===== config.mk =====
export PLATFORM = sky130hd
export DESIGN_NAME = egress_queue_scheduler
export DESIGN_NICKNAME = d
export VERILOG_FILES = /design/src/include/sched_pkg.sv /design/src/egress_queue_scheduler.sv
export VERILOG_INCLUDE_DIRS = /design/src /design/src/include
export SDC_FILE = /design/constraint.sdc
export NUM_CORES = 1
export LEC_CHECK = 0
export BUFFER_PORTS_ARGS = -buffer_cell sky130_fd_sc_hd__buf_2
export CAP_MARGIN = 10
export CORE_MARGIN = 4
export CORE_UTILIZATION = 52
export DETAILED_ROUTE_END_ITERATION = 16
export PLACE_DENSITY = 0.78
export SYNTH_ARGS = -nofsm -noshare
export SYNTH_HDL_FRONTEND = slang
export SYNTH_SLANG_ARGS = --single-unit
export TNS_END_PERCENT = 10

===== constraint.sdc =====
create_clock -name hclk -period 6.6 [get_ports hclk]
set_input_delay 0.66 -clock hclk [delete_from_list [all_inputs] [get_ports hclk]]
set_output_delay 0.66 -clock hclk [all_outputs]
set_load 0.03 [all_outputs]

===== src/include/sched_map.svh =====
// egress scheduler register map, field positions, reset values and sizes
// assumes: included by bare name by the scheduler package and the scheduler itself
`ifndef SCHED_MAP_SVH
`define SCHED_MAP_SVH

// sizes
`define SCHED_NCLASS      8
`define SCHED_LEN_W       14
`define SCHED_WEIGHT_W    16
`define SCHED_DEF_W       18
`define SCHED_ADDR_W      8

// register byte offsets
`define SCHED_CTRL_OFF    8'h00
`define SCHED_STATUS_OFF  8'h04
`define SCHED_WEIGHT_BASE 8'h20
`define SCHED_DEFICIT_BASE 8'h40
`define SCHED_BANK_MASK   8'hE0

// control fields
`define SCHED_CTRL_EN_BIT  0
`define SCHED_NSTRICT_LSB  4
`define SCHED_NSTRICT_MSB  7
`define SCHED_NSTRICT_MAX  4'h8

// status fields
`define SCHED_ST_STATE_LSB 0
`define SCHED_ST_LAST_LSB  4
`define SCHED_ST_PTR_LSB   8
`define SCHED_ST_FIFO_LSB  16

// reset values
`define SCHED_CTRL_RESET   32'h0000_0001
`define SCHED_WEIGHT_RESET 16'h0600
`define SCHED_PTR_START    3'h7

`endif


===== src/include/sched_pkg.sv =====
// types shared by the egress scheduler and its bench
// assumes: sched_map.svh is on the include path
`include "sched_map.svh"

package sched_pkg;

  // one scheduling decision: which queue sends its head frame, and its length
  typedef struct packed {
    logic                     mcast;
    logic [2:0]               tclass;
    logic [`SCHED_LEN_W-1:0]  len;
  } desc_t;

  // scheduler sequencing
  typedef enum logic [2:0] {
    ST_OFF   = 3'b001,
    ST_PICK  = 3'b010,
    ST_ISSUE = 3'b100
  } sched_state_t;

endpackage


===== src/egress_queue_scheduler.sv =====
// egress frame scheduler: strict priority plus deficit weighted rotation over
// eight unicast and eight multicast queues, descriptors buffered toward transmit
// assumes: queues and transmit path run on hclk; a queue updates req/len in the
// cycle after its grant pulse; AHB-Lite single word transfers
//
// The register addresses and register access over AHB-Lite were decided locally.
`timescale 1ns/1ps
`include "sched_map.svh"

// descriptor buffer between the scheduler and the transmit path
module sched_fifo #(
  parameter int WIDTH = 18,
  parameter int DEPTH = 8
) (
  // clock and reset
  input  wire logic                     hclk,
  input  wire logic                     hresetn,
  // fill side
  input  wire logic                     in_valid,
  output logic                          in_ready,
  input  wire logic [WIDTH-1:0]         in_data,
  // drain side
  output logic                          out_valid,
  input  wire logic                     out_ready,
  output logic [WIDTH-1:0]              out_data,
  // occupancy
  output logic [$clog2(DEPTH):0]        level
);
  localparam int PW = $clog2(DEPTH);

  logic [WIDTH-1:0] mem [DEPTH];
  logic [PW-1:0]    wr_ptr_reg;
  logic [PW-1:0]    rd_ptr_reg;
  logic [PW:0]      count_reg;
  logic             push;
  logic             pop;

  // handshakes
  assign in_ready  = (count_reg != DEPTH[PW:0]);
  assign out_valid = (count_reg != '0);
  assign push      = in_valid && in_ready;
  assign pop       = out_valid && out_ready;
  assign out_data  = mem[rd_ptr_reg];
  assign level     = count_reg;

  // storage
  always_ff @(posedge hclk) begin
    if (push) begin
      mem[wr_ptr_reg] <= in_data;
    end
  end

  // pointers and count
  always_ff @(posedge hclk or negedge hresetn) begin
    if (!hresetn) begin
      wr_ptr_reg <= '0;
      rd_ptr_reg <= '0;
      count_reg  <= '0;
    end else begin
      if (push) begin
        wr_ptr_reg <= (wr_ptr_reg == PW'(DEPTH - 1)) ? '0 : wr_ptr_reg + 1'b1;
      end
      if (pop) begin
        rd_ptr_reg <= (rd_ptr_reg == PW'(DEPTH - 1)) ? '0 : rd_ptr_reg + 1'b1;
      end
      count_reg <= count_reg + {{PW{1'b0}}, push} - {{PW{1'b0}}, pop};
    end
  end
endmodule

module egress_queue_scheduler
  import sched_pkg::*;
#(
  parameter int FIFO_DEPTH = 8
) (
  // clock and reset
  input  wire logic                                 hclk,
  input  wire logic                                 hresetn,
  // AHB-Lite register slave
  input  wire logic                                 hsel,
  input  wire logic [31:0]                          haddr,
  input  wire logic [1:0]                           htrans,
  input  wire logic                                 hwrite,
  input  wire logic [2:0]                           hsize,
  input  wire logic [31:0]                          hwdata,
  input  wire logic                                 hready,
  output logic                                      hreadyout,
  output logic                                      hresp,
  output logic [31:0]                               hrdata,
  // unicast queues, one per class
  input  wire logic [`SCHED_NCLASS-1:0]                   uc_req,
  input  wire logic [`SCHED_NCLASS-1:0][`SCHED_LEN_W-1:0] uc_len,
  output logic [`SCHED_NCLASS-1:0]                        uc_grant,
  // multicast expansion queues, one per class
  input  wire logic [`SCHED_NCLASS-1:0]                   mc_req,
  input  wire logic [`SCHED_NCLASS-1:0][`SCHED_LEN_W-1:0] mc_len,
  output logic [`SCHED_NCLASS-1:0]                        mc_grant,
  // transmit path
  output logic                                      tx_valid,
  input  wire logic                                 tx_ready,
  output desc_t                                     tx_desc
);
  localparam int NC = `SCHED_NCLASS;
  localparam int LW = $clog2(FIFO_DEPTH) + 1;

  typedef logic signed [`SCHED_DEF_W-1:0] deficit_t;

  sched_state_t                  state_reg;
  logic [31:0]                   ctrl_reg;
  logic [`SCHED_WEIGHT_W-1:0]    weight_reg [NC];
  deficit_t                      deficit_reg [NC];
  logic [NC-1:0]                 rr_reg;
  logic [2:0]                    ptr_reg;
  desc_t                         sel_reg;
  logic [31:0]                   hrdata_reg;
  logic                          wr_pend_reg;
  logic [`SCHED_ADDR_W-1:0]      waddr_reg;

  logic [3:0]                    nstrict;
  logic [NC-1:0]                 cls_strict;
  logic [NC-1:0]                 cls_busy;
  logic [NC-1:0]                 cls_mc;
  logic                          strict_any;
  logic [2:0]                    strict_cls;
  logic                          weighted_any;
  logic                          w_ok;
  logic [2:0]                    ptr_next;
  desc_t                         pick;
  logic                          fifo_in_ready;
  logic [LW-1:0]                 fifo_level;
  logic                          issue_done;
  logic                          addr_ok;
  logic [2:0]                    ridx;
  logic [2:0]                    widx;

  // strict class count, clamped to the number of classes
  always_comb begin
    nstrict = ctrl_reg[`SCHED_NSTRICT_MSB:`SCHED_NSTRICT_LSB];
    if (nstrict > `SCHED_NSTRICT_MAX) begin
      nstrict = `SCHED_NSTRICT_MAX;
    end
  end

  // per class service level and occupancy; multicast shares the unicast class
  for (genvar c = 0; c < NC; c++) begin : g_cls
    assign cls_strict[c] = ({1'b0, 4'(c)} + {1'b0, nstrict}) >= 5'(NC);
    assign cls_busy[c]   = uc_req[c] || mc_req[c];
    assign cls_mc[c]     = (uc_req[c] && mc_req[c]) ? rr_reg[c] : mc_req[c];
  end

  // highest nonempty strict class; later index wins so class 7 is highest
  always_comb begin
    strict_any = 1'b0;
    strict_cls = '0;
    for (int i = 0; i < NC; i++) begin
      if (cls_strict[i] && cls_busy[i]) begin
        strict_any = 1'b1;
        strict_cls = 3'(i);
      end
    end
  end

  // weighted candidates and the visit order
  assign weighted_any = |(cls_busy & ~cls_strict);
  assign w_ok = !cls_strict[ptr_reg] && cls_busy[ptr_reg]
                && (deficit_reg[ptr_reg] > 0);
  assign ptr_next = (ptr_reg == 3'h0) ? 3'(NC - 1) : ptr_reg - 3'h1;

  // decision for this pick cycle; strict always ahead of weighted
  always_comb begin
    pick.tclass = strict_any ? strict_cls : ptr_reg;
    pick.mcast  = cls_mc[pick.tclass];
    pick.len    = pick.mcast ? mc_len[pick.tclass] : uc_len[pick.tclass];
  end

  assign issue_done = (state_reg == ST_ISSUE) && fifo_in_ready;

  // sequencing: one decision per whole frame, never mid frame
  always_ff @(posedge hclk or negedge hresetn) begin
    if (!hresetn) begin
      state_reg <= ST_OFF;
    end else begin
      unique case (state_reg)
        ST_OFF: begin
          if (ctrl_reg[`SCHED_CTRL_EN_BIT]) begin
            state_reg <= ST_PICK;
          end
        end
        ST_PICK: begin
          if (!ctrl_reg[`SCHED_CTRL_EN_BIT]) begin
            state_reg <= ST_OFF;
          end else if (strict_any || w_ok) begin
            state_reg <= ST_ISSUE;
          end
        end
        ST_ISSUE: begin
          if (fifo_in_ready) begin
            state_reg <= ST_PICK;
          end
        end
      endcase
    end
  end

  // chosen descriptor held until the buffer takes it
  always_ff @(posedge hclk or negedge hresetn) begin
    if (!hresetn) begin
      sel_reg <= '0;
    end else if (state_reg == ST_PICK && (strict_any || w_ok)) begin
      sel_reg <= pick;
    end
  end

  // rotation between the unicast and multicast queue of a class
  always_ff @(posedge hclk or negedge hresetn) begin
    if (!hresetn) begin
      rr_reg <= '0;
    end else if (issue_done) begin
      rr_reg[sel_reg.tclass] <= !sel_reg.mcast;
    end
  end

  // weighted visit pointer, moves only when the current class is finished
  always_ff @(posedge hclk or negedge hresetn) begin
    if (!hresetn) begin
      ptr_reg <= `SCHED_PTR_START;
    end else if (state_reg == ST_PICK && !strict_any && !w_ok && weighted_any) begin
      ptr_reg <= ptr_next;
    end
  end

  // deficit per class: credit on arrival, charge per frame, keep the excess
  always_ff @(posedge hclk or negedge hresetn) begin
    if (!hresetn) begin
      for (int i = 0; i < NC; i++) begin
        deficit_reg[i] <= '0;
      end
    end else if (state_reg == ST_PICK && ctrl_reg[`SCHED_CTRL_EN_BIT] && !strict_any) begin
      if (w_ok) begin
        deficit_reg[ptr_reg] <= deficit_reg[ptr_reg]
                                - deficit_t'({1'b0, pick.len});
      end else if (weighted_any) begin
        if (!cls_strict[ptr_next] && cls_busy[ptr_next]) begin
          deficit_reg[ptr_next] <= deficit_reg[ptr_next]
                                   + deficit_t'({1'b0, weight_reg[ptr_next]});
        end else if (deficit_reg[ptr_next] > 0) begin
          deficit_reg[ptr_next] <= '0; // an idle class banks no credit
        end
      end
    end
  end

  // grant pulses in the cycle the descriptor enters the buffer
  always_comb begin
    uc_grant = '0;
    mc_grant = '0;
    if (issue_done) begin
      uc_grant[sel_reg.tclass] = !sel_reg.mcast;
      mc_grant[sel_reg.tclass] = sel_reg.mcast;
    end
  end

  // descriptor buffer; a full buffer stalls the issue state
  sched_fifo #(
    .WIDTH ($bits(desc_t)),
    .DEPTH (FIFO_DEPTH)
  ) u_fifo (
    .hclk      (hclk),
    .hresetn   (hresetn),
    .in_valid  (state_reg == ST_ISSUE),
    .in_ready  (fifo_in_ready),
    .in_data   (sel_reg),
    .out_valid (tx_valid),
    .out_ready (tx_ready),
    .out_data  (tx_desc),
    .level     (fifo_level)
  );

  // AHB-Lite address phase decode
  assign addr_ok   = hsel && hready && htrans[1];
  assign ridx      = haddr[4:2];
  assign widx      = waddr_reg[4:2];
  assign hreadyout = 1'b1; // zero wait state
  assign hresp     = 1'b0; // always OKAY
  assign hrdata    = hrdata_reg;

  // write request captured in the address phase
  always_ff @(posedge hclk or negedge hresetn) begin
    if (!hresetn) begin
      wr_pend_reg <= 1'b0;
      waddr_reg   <= '0;
    end else if (hready) begin
      wr_pend_reg <= addr_ok && hwrite;
      waddr_reg   <= haddr[`SCHED_ADDR_W-1:0];
    end
  end

  // control and weight registers, written in the data phase
  always_ff @(posedge hclk or negedge hresetn) begin
    if (!hresetn) begin
      ctrl_reg <= `SCHED_CTRL_RESET;
      for (int i = 0; i < NC; i++) begin
        weight_reg[i] <= `SCHED_WEIGHT_RESET;
      end
    end else if (wr_pend_reg) begin
      if (waddr_reg == `SCHED_CTRL_OFF) begin
        ctrl_reg <= hwdata;
      end else if ((waddr_reg & `SCHED_BANK_MASK) == `SCHED_WEIGHT_BASE) begin
        weight_reg[widx] <= hwdata[`SCHED_WEIGHT_W-1:0];
      end
    end
  end

  // read data loaded in the address phase; unmapped reads give zero
  always_ff @(posedge hclk or negedge hresetn) begin
    if (!hresetn) begin
      hrdata_reg <= '0;
    end else if (addr_ok && !hwrite) begin
      hrdata_reg <= '0;
      if (haddr[`SCHED_ADDR_W-1:0] == `SCHED_CTRL_OFF) begin
        hrdata_reg <= ctrl_reg;
      end else if (haddr[`SCHED_ADDR_W-1:0] == `SCHED_STATUS_OFF) begin
        hrdata_reg[`SCHED_ST_STATE_LSB +: 3] <= state_reg;
        hrdata_reg[`SCHED_ST_LAST_LSB +: 4]  <= {sel_reg.mcast, sel_reg.tclass};
        hrdata_reg[`SCHED_ST_PTR_LSB +: 3]   <= ptr_reg;
        hrdata_reg[`SCHED_ST_FIFO_LSB +: LW] <= fifo_level;
      end else if ((haddr[`SCHED_ADDR_W-1:0] & `SCHED_BANK_MASK) == `SCHED_WEIGHT_BASE) begin
        hrdata_reg[`SCHED_WEIGHT_W-1:0] <= weight_reg[ridx];
      end else if ((haddr[`SCHED_ADDR_W-1:0] & `SCHED_BANK_MASK) == `SCHED_DEFICIT_BASE) begin
        hrdata_reg <= 32'(deficit_reg[ridx]); // sign extended
      end
    end
  end
endmodule


==> run_results.csv <==
group,metric,value,unit
placed_design,port_buffers,353,
setup_path,critPathMaxStageDelay,0.89,ns
floorplan,dieArea,67200,sq um
placed_design,hpwl,84600,um
setup_path,worstReg2RegStart,"ctrl_reg[6]",
worst_hold_path,hold_class,"in2async",
finish,mostFrequentLayoutCell,"dfrtp_1",
synthesis,yosysSeqAreaShare,42.7,%
power_and_ir_drop,total_power,19.7,mW
setup_path,arrival,7.00,ns
clock_tree,clk_root_buffer_cell,"clkbuf_16",
synthesis,synth_top_area_cell,"dfrtp_1",
synthesis,synth.top_cell.area_share,27.9,%
placed_design,gp_congestion,1.05,
drt,via_count,29500,
clock_tree,worstSkewPairLatency,0.64,ns
floorplan,die_w,259,um
sta,worst_hold_slack,-0.0203,ns
setup_path,crit_type,"reg2reg",
sta,slew_violations,0,
sta,hold_viol,5,
synthesis,async_flop_share,72.9,%
synthesis,netlist_area,32800,sq um
sta,slew_headroom,6.89,%
synthesis,post_synth_mux_area_share,25.6,%
synthesis,synth-adder-area-share,1.81,%
synthesis,synth_seq_cells,531,
power_and_ir_drop,vdd_ir_drop_max,0.558,mV
synthesis,synth_nets,3323,
run_status,violations,"negative hold slack",
synthesis,avgSynthCellArea,11.1,sq um
setup_path,worstPathCellList,"o32ai_1 > o21ai_0 > nor4_1 > buf_4 > a211oi_2 > buf_4 > nor3_2 > a22oi_1 > nand3_1 > nor2_1 > ha_1 > fa_1 > nor2b_1 > o31a_1 > o41ai_1 > o21ai_0 > buf_4 > xor2_1 > buf_4 > nand3_1 > o221ai_1 > mux2_1",
setup_path,cp_max_fo,13,
flow_run,drv_cap,0,
sta,min_period_over_period,97.6,%
grt,grt_usage,35.8,%
floorplan,rows,91,
clock_tree,cts.clk_slew.worst_paths,0.06,ns
sta,tightest_slew,1.40,ns
drt,wl,125000,um
grt,grt_pass1_wl,183000,um
clock_tree,cts_tree,"done",
clock_tree,cts.htree.levels,2,
finish,area_growth_syn_to_layout,14.7,%
synthesis,synth_top_family_by_area,"multiplexers",
setup_path,cp.buffers_inverters,4,
floorplan,initial_core_util,52.8,%
finish,final_cell_mix,"365 x dfrtp_1, 351 x buf_2, 274 x mux2_2",
grt,globalRouteOverflowTotal,0,
placed_design,dpl_cell_area,35900,sq um
setup_path,path_delay_family,"simple AND/OR/NAND/NOR gates",
power_and_ir_drop,p_leak,15.7,nW
drt,drtPass1Iterations,9,
drt,post_drt_via_cell_ratio,7.10,
setup_path,worstPathRequired,7.16,ns
finish,drive_gt1_share,31.3,%
synthesis,synth_edf_count,144,
finish,nNetsFinal,3628,
synthesis,synth_xor_area_share,0.716,%
setup_path,cp-start-kind,"flip-flop",
clock_tree,postCtsSetupBuffers,0,
synthesis,syn-instance-count,2963,
sta,final.setup.tns,0,ns
finish,fin_area,37700,sq um
synthesis,synth_simple_gate_area_share,10.2,%
grt,first_global_vias,28500,
synthesis,synthFlopType,"dfrtp_1",
run_status,status,"finished, violations left",
setup_path,startpoint,"ctrl_reg[6]",
setup_path,crit_path_top_delay_cell,"nor3_2",
drt,drt_iter0_drc,4407,
floorplan,die_h,259,um
setup_path,critical_path.most_common_cell,"buf_4",
drt,routedWlPerCell,30.1,um
drt,post-route-drc-count,0,
synthesis,synth_cell_types,85,
finish,nFillCells,4959,
clock_tree,clockBufferDepth,3,
synthesis,synth_compound_area_share,15.2,%
synthesis,yosys-top-cells-area,"dfrtp_1 28%, edfxtp_1 13%, mux2_2 9.4%",
grt,grt_max_degree,166,
sta,finalSetupViolations,0,
setup_path,end_kind,"flip-flop",
clock_tree,cts_made_buffers,55,
drt,ant_nets,0,
floorplan,io_pins,384,
floorplan,coreArea,62200,sq um
clock_tree,cts.sinks,531,
power_and_ir_drop,powerDensity,524,nW/um^2
grt,grt_antenna_before_repair,14,
sta,skew,0.0211,ns
sta,max_freq,155,MHz
clock_tree,cts_hold_repair.buffers,0,
synthesis,yosys_warnings,0,
sta,fin_crit,6.44,ns
## metal layers
layer	global-route usage (%)	wire (um)	part of all wire (%)	up-vias
li1	-	-	-	12200
met1	43.5	42500	34	14300
met2	52.9	53200	42	2431
met3	13.8	18500	15	691
met4	24.3	10900	8.7	4
met5	0.585	69	0.055	-
## timing repair
item                                   CTS  global route
endpoints found under the hold margin    0             0
setup endpoints to repair                0            33
resized for setup                        0             4
## worst register-to-register path, delay by kind of cell (launching register included)
family                     cells  cell delay [ns]
adders and majority gates      2             0.68
muxes                          1             0.18
xor gates and xnor gates       1             0.60
and+or+nand+nor                6             1.89
DFF                            1             0.46
buffers and inverters          4             0.91
AOI/OAI and AO/OA              8             1.68
## cell type report
type / count / area (sq um) / area share (%)
Inverter: 45 / 169 / 0.449
Multi-Input combinational cell: 2148 / 17800 / 47.2
Clock inverter: 21 / 174 / 0.462
Timing Repair Buffer: 487 / 2880 / 7.66
Clock buffer: 80 / 1550 / 4.12
Sequential cell: 531 / 14000 / 37.3
Antenna cell: 13 / 32.5 / 0.0864
Tap cell: 837 / 1050 / 2.78
## logic make-up (layout without fill, tap and decap cells)
group	after synthesis	after routing
DFF	531	531
xor gates and xnor gates	26	26
adders and majority gates	46	46
other	2	15
buffers and inverters	284	633
muxes	651	651
AOI/OAI and AO/OA	752	752
and+or+nand+nor	671	671
## path summary, 6_finish.rpt
check / to / slack [ns] / depth (start not counted)
max reg2reg: deficit_reg[120] / 0.16 / 22
max: deficit_reg[120] / 0.16 / 22
min in group hclk: ctrl_reg[31] / 0.27 / 2
max in group asynchronous: sel_reg[1] / 5.22 / 2
min reg2reg: rr_reg[3] / 0.48 / 1
min: weight_reg[28] / -0.02 / 1
## report_power, final
group | total (mW) | switching [mW] | internal, mW
logic | 12.5 | 8.61 | 3.86
registers | 4.20 | 0.409 | 3.80
clock network | 3.05 | 1.37 | 1.68
total | 19.7 | 10.4 | 9.33
## synth_stat cells (all sizes together) (21+ instances only)
| cell | n |
|---|---|
| mux2 | 320 |
| o221ai | 26 |
| mux2i | 212 |
| nand2b | 24 |
| or3 | 52 |
| nand3 | 75 |
| and3 | 27 |
| clkbuf | 150 |
| nor3 | 74 |
| a21oi | 101 |
| nand4 | 25 |
| mux4 | 119 |
| nor2 | 153 |
| o21ai | 176 |
| ha | 42 |
| inv | 44 |
| nand2 | 139 |
| edfxtp | 144 |
| nor4 | 24 |
| o22ai | 128 |
| buf | 89 |
| dfrtp | 366 |
| a22oi | 135 |
| a22o | 43 |
| dfstp | 21 |
## stage by stage
stage	utilization (%)	cells	worst slack [ns]
after floorplan	-	2963	0.498
after global placement	57.7	4046	0.195
after detailed placement	57.7	4046	0.0970
after CTS	60.5	4147	0.184
after global routing	60.6	4162	-0.0123
final	60.6	4162	0.160
Note: power is estimated with default switching activity, not from simulation.
